--- src/pbeu_pkg.sv ---
// Package for the pixel-bus endian unpacker: widths, depth codes, carriers.
// Assumes a single pixel load clock domain.
package pbeu_pkg;
    localparam int PBEU_BUS_W = 32;
    localparam int PBEU_FLD_W = 32;
    localparam int PBEU_CNT_W = 6;
    localparam logic pbeu_endian_rst = 1'b0;
    localparam logic pbeu_big_endian = 1'b1;

    typedef enum logic [2:0] {
        PBEU_D1 = 3'h0,
        PBEU_D2 = 3'h1,
        PBEU_D4 = 3'h2,
        PBEU_D8 = 3'h3,
        PBEU_D12 = 3'h4,
        PBEU_D16 = 3'h5,
        PBEU_D24 = 3'h6
    } pbeu_depth_t;

    typedef struct packed {
        logic [PBEU_BUS_W-1:0] data;
        logic valid;
    } pbeu_word_t;

    typedef struct packed {
        logic [PBEU_FLD_W-1:0] field;
        logic valid;
        logic last;
    } pbeu_pix_t;
endpackage

--- src/pbeu_field_mirror.sv ---
// Mirrors the low bits of a field within a given width.
// Purely combinational; width is the active field width in bits.
`timescale 1ns/1ps
`default_nettype none
module pbeu_field_mirror (
    input wire logic [pbeu_pkg::PBEU_FLD_W-1:0] inField,
    input wire logic [pbeu_pkg::PBEU_CNT_W-1:0] width,
    output logic [pbeu_pkg::PBEU_FLD_W-1:0] outField
);
    import pbeu_pkg::*;
    always_comb begin
        outField = '0;
        for (int i = 0; i < PBEU_FLD_W; i++) begin
            if (i < int'(width)) begin
                outField[i] = inField[int'(width) - 1 - i];
            end
        end
    end
endmodule
`default_nettype wire

--- src/pbeu_unpacker.sv ---
// Pixel-bus endian unpacker: splits 32-bit pixel-bus words into pixel fields.
// Assumes endian control and depth come from logic on the same pixel load clock.
// Notes on behaviour
// - Reset clears the latched endian select; each word then takes endianSel as it is loaded.
// - With endian select set, bits inside each pixel field are mirrored.
// - Mirroring works alike for 8, 4, 2 and 1 bit depths.
// - Fields leave lowest-numbered first, toward highest, in either setting.
// - 12, 16 and 24-bit colour formats work in both endian settings.
// - In 16-bit modes first word comes from inputs 0 to 15, mirrored if big.
`timescale 1ns/1ps
`default_nettype none
module pbeu_unpacker (
    input wire logic clk,
    input wire logic srst,
    input wire logic endianSel,
    input wire pbeu_pkg::pbeu_depth_t depth,
    input wire pbeu_pkg::pbeu_word_t wordIn,
    output logic wordReady,
    input wire logic pixReady,
    output pbeu_pkg::pbeu_pix_t pixOut
);
    import pbeu_pkg::*;

    function automatic logic [PBEU_CNT_W-1:0] fieldWidth(input pbeu_depth_t d);
        unique case (d)
            PBEU_D1: fieldWidth = 6'h01;
            PBEU_D2: fieldWidth = 6'h02;
            PBEU_D4: fieldWidth = 6'h04;
            PBEU_D8: fieldWidth = 6'h08;
            PBEU_D12: fieldWidth = 6'h0c;
            PBEU_D16: fieldWidth = 6'h10;
            PBEU_D24: fieldWidth = 6'h18;
            default: fieldWidth = 6'h08;
        endcase
    endfunction

    // 24-bit words carry one pixel and 12-bit words two, in the low 24 bits; others fill the word with whole fields
    function automatic logic [PBEU_CNT_W-1:0] fieldCount(input pbeu_depth_t d);
        unique case (d)
            PBEU_D1: fieldCount = 6'h20;
            PBEU_D2: fieldCount = 6'h10;
            PBEU_D4: fieldCount = 6'h08;
            PBEU_D8: fieldCount = 6'h04;
            PBEU_D12: fieldCount = 6'h02;
            PBEU_D16: fieldCount = 6'h02;
            PBEU_D24: fieldCount = 6'h01;
            default: fieldCount = 6'h04;
        endcase
    endfunction

    typedef enum logic [0:0] {
        PBEU_IDLE = 1'b0,
        PBEU_SHIFT = 1'b1
    } pbeu_state_t;

    typedef struct packed {
        pbeu_state_t state;
        logic [PBEU_BUS_W-1:0] word;
        logic big;
        logic [PBEU_CNT_W-1:0] width;
        logic [PBEU_CNT_W-1:0] remain;
        pbeu_pix_t pix;
    } pbeu_regs_t;

    pbeu_regs_t state_r;
    pbeu_regs_t state_nxt;
    logic [PBEU_FLD_W-1:0] rawField;
    logic [PBEU_FLD_W-1:0] mirField;
    logic outFree;
    logic lastField;

    pbeu_field_mirror u_mirror (
        .inField(rawField),
        .width(state_r.width),
        .outField(mirField)
    );

    always_comb begin
        rawField = '0;
        for (int i = 0; i < PBEU_FLD_W; i++) begin
            if (i < int'(state_r.width)) begin
                rawField[i] = state_r.word[i];
            end
        end
    end

    assign outFree = !state_r.pix.valid || pixReady;
    assign lastField = (state_r.remain == 6'h01);
    // New word once the last field of the previous one is loaded into pixOut
    assign wordReady = (state_r.state == PBEU_IDLE);

    always_comb begin
        state_nxt = state_r;
        if (state_r.pix.valid && pixReady) begin
            state_nxt.pix.valid = 1'b0;
            state_nxt.pix.last = 1'b0;
        end
        unique case (state_r.state)
            PBEU_IDLE: begin
                if (wordIn.valid) begin
                    state_nxt.word = wordIn.data;
                    state_nxt.big = endianSel;
                    state_nxt.width = fieldWidth(depth);
                    state_nxt.remain = fieldCount(depth);
                    state_nxt.state = PBEU_SHIFT;
                end
            end
            PBEU_SHIFT: begin
                if (outFree) begin
                    // Lowest field first; 16-bit first word from inputs 0 to 15
                    state_nxt.pix.field = state_r.big ? mirField : rawField;
                    state_nxt.pix.valid = 1'b1;
                    state_nxt.pix.last = lastField;
                    state_nxt.word = state_r.word >> state_r.width;
                    state_nxt.remain = state_r.remain - 6'h01;
                    if (lastField) begin
                        state_nxt.state = PBEU_IDLE;
                    end
                end
            end
        endcase
    end

    always_ff @(posedge clk) begin
        if (srst) begin
            state_r <= '0;
            state_r.state <= PBEU_IDLE;
            state_r.big <= pbeu_endian_rst;
        end else begin
            state_r <= state_nxt;
        end
    end

    assign pixOut = state_r.pix;
endmodule
`default_nettype wire

--- config.mk ---
export PLATFORM = sky130hd
export DESIGN_NAME = pbeu_unpacker
export DESIGN_NICKNAME = d
export VERILOG_FILES = /design/src/pbeu_pkg.sv /design/src/pbeu_field_mirror.sv /design/src/pbeu_unpacker.sv
export SDC_FILE = /design/constraint.sdc
export NUM_CORES = 1
export LEC_CHECK = 0
export BUFFER_PORTS_ARGS = -buffer_cell sky130_fd_sc_hd__buf_4
export CORE_UTILIZATION = 55
export CTS_BUF_LIST = sky130_fd_sc_hd__clkbuf_8
export DETAILED_ROUTE_END_ITERATION = 6
export GPL_TIMING_DRIVEN = 0
export PLACE_DENSITY = 0.78
export SLEW_MARGIN = 10
export SYNTH_ARGS = -nofsm -noshare
export SYNTH_HDL_FRONTEND = slang
export SYNTH_SLANG_ARGS = --single-unit
--- constraint.sdc ---
create_clock -name clk -period 7.5 [get_ports clk]
set_clock_uncertainty 0.15 [all_clocks]
set_input_delay 1.5 -clock clk [delete_from_list [all_inputs] [get_ports clk]]
set_output_delay 1.5 -clock clk [all_outputs]
set_load 0.01 [all_outputs]
# == Word-level counts from Yosys, hierarchy flattened ==
# Cells that the tools add are included.
# totals
ff_bits,80
input_bits,40
output_inout_bits,35
elab_cells,294
# classes
add_sub_neg,33
magnitude_cmp,64
eq_ne,8
shift,1
muxes,171
n_bitwise,1
reduce_logical,8
# op_table
operator,count
$lt 32x7->1 const B,32
$sub 32x6->32 const B,16
$sub 32x5->32 const B,8
$bmux 1 s5,32
$mux 1,129
$sub 32x4->32 const B,4
$lt 5x6->1 const A,16
$pmux 33 s2,1
$sub 32x3->32 const B,2
$lt 4x6->1 const A,8
$mux 46,1
$mux 40,1
$mux 33,1
$mux 32,1
$shr 32x6->32,1
$sub 32x2->32 const B,1
$pmux 5 s6,1
$pmux 6 s5,1
$lt 3x6->1 const A,4
$lt 1x6->1 const A,2
$lt 2x6->1 const A,2
$pmux 6 s2,1
$eq 3x3->1 const B,3
$sub 6x1->7 const B,1
other kinds (14),17

# == Logic depth before layout (Yosys ltp) ==
# depth
word_depth,9
ltp_mapped,18
depth_no_buf,13

# == Modules after synthesis ==
# A second synthesis with hierarchy kept.
# hier_totals
hier_cells,1032
area_unflattened_um2,8916.1
# modules_own_cells
mod,instances,cells_per_inst,area_each_um2,seq_area_each_um2
pbeu_unpacker,1,687,5819.3,1581.5
pbeu_field_mirror,1,345,3096.7,0.0

# == Least setup slack after synthesis ==
# OpenSTA, ideal clock, no wires.
# synth_path
kind,register to register
startpoint,register state_r[40] (netlist name)
endpoint,"register state_r, in the netlist pixOut[5]"
setup_ns,0.095
arrival_ns,4.533
required_ns,7.255
slack_ns,2.721
stages_incl_launch_ff,19
path_buffers,7
period_less_slack_ns,4.779
cell_sequence,dfxtp_1 buf_4 inv_1 clkbuf_1 buf_2 buf_1 ha_1 buf_2 inv_1 clkbuf_1 clkbuf_1 ha_1 nor3_1 a21oi_1 o221ai_1 xnor2_1 mux4_2 nand2b_1 a221oi_1
# synth_via
elab_chain_cells,7
# synth_lines
element,line_no,rtl
from (decl),pbeu_unpacker.sv:65,pbeu_regs_t state_r;
from (signal assigned),pbeu_unpacker.sv:130,state_r <= state_nxt;
"$sub 6x1->7, or another cell as far along",pbeu_field_mirror.sv:15,outField[i] = inField[int'(width) - 1 - i];
$sub 32x3->32 / $mux 1 (equally long branches),"pbeu_field_mirror.sv:15, pbeu_unpacker.sv:81",
$bmux 1 s5,pbeu_field_mirror.sv:15,
$mux 1 (not written as such) (2 in series),pbeu_field_mirror.sv:15,
$mux 1,pbeu_field_mirror.sv:14,if (i < int'(width)) begin
$mux 32 (*),pbeu_unpacker.sv:111,state_nxt.pix.field = state_r.big ? mirField : rawField;
# Mark *: on every way between the ends. The rest lies on a longest branch, timed or not. The select of a mux whose other input is x is not followed.
# A chain may end at the register's enable or synchronous reset.

# == Final worst setup path ==
# layout_path
startpoint,register state_r[40] (netlist name)
endpoint,"register state_r, in the netlist pixOut[25]"
# layout_via
elab_chain_cells,7
# layout_lines
element,line_no
"$sub 6x1->7, or another cell as far along",pbeu_field_mirror.sv:15
$sub 32x6->32 / $mux 1 (equally long branches),"pbeu_field_mirror.sv:15, pbeu_unpacker.sv:81"
$bmux 1 s5,pbeu_field_mirror.sv:15
$mux 1 (not written as such) (2 in series),pbeu_field_mirror.sv:15
$mux 1,pbeu_field_mirror.sv:14
$mux 32 (*),pbeu_unpacker.sv:111
# Marks and branches as above.

==> impl_metrics.csv <==
group,metric,value,unit
run_status,status,"finished, violations left",
run_status,failed_checks,"DRC",
setup_path,path_cells,"buf_4 -> inv_1 -> clkbuf_1 -> buf_2 -> buf_1 -> ha_1 -> buf_2 -> inv_1 -> clkbuf_1 -> clkbuf_1 -> ha_1 -> or3_1 -> a21oi_1 -> xnor2_1 -> a2111oi_0 -> a311oi_1 -> a21oi_1",
synth,syn_avg_cell_area,7.74,sq um
synth,yosys_warnings,0,
setup_path,path_max_fanout,12,
cells_and_area,drive_gt1_share,20.0,%
timing,rsz0062_at_grt,"no",
place,dp.cells,1355,
cells_and_area,stdcell_count,1372,
timing,final_max_slew_viol_count,0,
timing,fin_crit,7.37,ns
global_route,antenna_found_initial,2,
clock_network,htree_levels,3,
clock_network,clock-root-buffer,"clkbuf_8",
detailed_routing,wl,42.1,mm
die,rows,45,
detailed_routing,wl_per_cell,30.7,microns
detailed_routing,drt_iter0_drc,1920,
setup_path,crit_required,7.64,ns
die,die_y,126,microns
synth,synthesis.nets,1152,
global_route,grt_pass1_vias,9619,
clock_network,cts.sinks,78,
timing,finalHoldViolations,0,
detailed_routing,drtAntennaViolNets,0,
clock_network,cts_hold_buffers,0,
timing,fin_tns_setup,0,ns
global_route,grt_pass1_wl,61.5,mm
flow_run,drv_cap,0,
timing,tightest_slew,1.21,ns
synth,ys.flop_type,"dfxtp_1",
timing,fmax,0.136,GHz
place,place.gp.congestion,1.14,
die,die_w,126,microns
timing,max_slew_margin,18.7,%
detailed_routing,drc,2,
synth,synth_cell_types,83,
setup_path,cp_common_cell,"clkbuf_1",
detailed_routing,first_pass_iters,7,
global_route,grt-ovfl-total,0,
setup_path,criticalPathCategory,"flop to flop",
clock_network,post_cts_buffers,0,
cells_and_area,nets,1234,
clock_network,cts_buffers,9,
pwr,leakagePower,3.48,nW
place,placement.cell_area,0.00925,sq mm
cells_and_area,design_area,0.00946,sq mm
pwr,vdd_drop_max,0.120,mV
pwr,p_total,0.00147,W
place,dp_hpwl,31.6,mm
setup_path,critical_path_arrival,7.51,ns
setup_path,critPathTopFamily,"buffers and inverters",
place,port-buffer-count,71,
clock_network,cts_tree,"done",
worst_hold_path,hold_path.class,"flop to flop",
global_route,grt_max_degree,16,
setup_path,start_kind,"flop",
synth,ys_seq_area_share,18.4,%
cells_and_area,fin_util,62.4,%
die,die_area,0.0159,sq mm
synth,syn_area,0.00848,sq mm
detailed_routing,via_count,10500,
setup_path,timing.critical_path.to_type,"flop",
detailed_routing,vias_per_cell,7.66,
die,core,0.0151,sq mm
synth,async_reset_ff_share,0,%
setup_path,cp_slowest_cell,"xnor2_1",
global_route,grt_usage,53.0,%
timing,period_share,98.2,%
pwr,power_density,155,mW/mm^2
clock_network,clkTransAtPathRegs,0.10,ns
setup_path,critPathBufInv,9,
die,initial_core_util,56.0,%
timing,setup-violations-final,0,
clock_network,clkLatencyLatePin,0.42,ns
cells_and_area,syn2layout_area_growth,11.5,%
clock_network,cts_buffer_depth,2,
cells_and_area,fillerInstances,1412,
die,ios,75,
synth,synth_edf_count,0,
synth,syn_inst,1096,
setup_path,max_stage_delay,0.95,ns
synth,synth_seq_cells,78,
clock_network,post_cts.resized_instances,0,
-- cell usage in the layout, fill, tap and decap left out, types with 7 or more instances in the layout --
cell	synthesis	layout
a22oi_1	16	16
a31oi_1	28	28
xnor2_1	19	19
o21a_1	7	7
or2_2	8	8
buf_1	12	12
inv_1	18	18
nor3_1	28	28
a221oi_1	13	13
buf_2	23	23
nand2_1	114	114
buf_4	44	115
mux4_2	37	37
o22ai_1	12	12
dfxtp_1	78	78
clkbuf_8	0	9
ha_1	16	16
mux2i_1	48	48
a21oi_1	67	67
mux2_2	22	22
or3_1	9	9
nor2_1	113	113
o221ai_1	10	10
clkbuf_1	50	50
o211ai_1	16	16
o21ai_0	76	76
nand2b_1	14	14
xor2_1	10	10
a211oi_1	8	8
a222oi_1	11	11
and2_1	11	11
nand3_1	23	23
-- through the flow --
stage | hold WS (ns) | setup slack (ns)
6_report | 0.314 | 0.134
3_3_place_gp | 0.296 | 0.318
4_1_cts | 0.312 | 0.442
2_1_floorplan | 0.271 | 2.72
5_1_grt | 0.343 | 0.0314
3_5_place_dp | 0.298 | 0.453
-- final cells by class --
cell class | count | area, sq um | area share [%]
plain buffers | 130 | 689 | 7.29
flip-flops and latches | 78 | 1560 | 16.5
inverters | 20 | 75.1 | 0.794
well taps | 188 | 235 | 2.49
multi-input cells | 868 | 6160 | 65.1
repair buffers | 71 | 533 | 5.64
clock inverters | 7 | 80.1 | 0.847
clock buffers | 9 | 124 | 1.31
diodes | 1 | 2.50 | 0.0265
-- cell families after synthesis --
logic type / Yosys count / share of synthesized area [%]
AND/OR/NAND/NOR: 368 / 20.5
multiplexers: 107 / 18.4
buffers and inverters: 150 / 9.01
XOR/XNOR: 31 / 3.38
AO/OA/AOI/OAI: 345 / 27.8
adder cells (fa/ha/maj): 16 / 2.36
other: 1 / 0.0442
flip-flops: 78 / 18.4
-- flip-flops by register name, summed over array words and instances, names as in the netlist --
| register | cells |
|---|---|
| state_r | 45 |
| pixOut | 33 |
-- cells in the mapped netlist (all sizes together) (11+ instances only) --
cell,n,share of area (%)
a21oi,67,4.0
nor2,113,5.0
dfxtp,78,18
nand3,23,1.4
clkbuf,50,2.2
mux4,37,9.8
nand2b,14,1.0
ha,16,2.4
a221oi,13,1.3
a22oi,16,1.4
and2,11,0.81
a222oi,11,1.3
buf,80,5.9
nor3,29,1.8
nand2,114,5.0
inv,20,0.89
o21ai,77,4.5
o211ai,16,1.4
mux2,22,2.9
xnor2,21,2.3
a31oi,29,2.3
mux2i,48,5.7
o22ai,12,0.89
-- routing by layer --
metal / track usage (%) / share of wire, % / vias up
met1: 63.5 / 35 / 4879
met5: 0 / 0 / -
met3: 18.8 / 15 / 316
li1: - / - / 4274
met4: 44.0 / 10 / 0
met2: 76.2 / 41 / 1041
-- tightest hold or removal path: cells and delay by family (launching register included) --
kind	cells	cell delay, ns
DFF	1	0.32
and+or+nand+nor	1	0.05
AOI/OAI and AO/OA	1	0.05
-- power breakdown --
part | switching (W) | internal [W]
sequential | 0.0000517 | 0.000442
clock | 0.000214 | 0.000159
combinational | 0.000384 | 0.000215
total | 0.000650 | 0.000816
-- path summary, 6_finish.rpt --
kind                                   to                      from  cells past startpoint  slack [ns]
setup / recovery  pixOut[25]$_SDFFE_PP0P_  state_r[40]$_SDFFE_PP0P_                     17        0.13
hold / removal    pixOut[26]$_SDFFE_PP0P_   pixOut[26]$_SDFFE_PP0P_                      2        0.31
setup reg to reg  pixOut[25]$_SDFFE_PP0P_  state_r[40]$_SDFFE_PP0P_                     17        0.13
hold reg to reg   pixOut[26]$_SDFFE_PP0P_   pixOut[26]$_SDFFE_PP0P_                      2        0.31
Power figures use the tool's default switching activity.
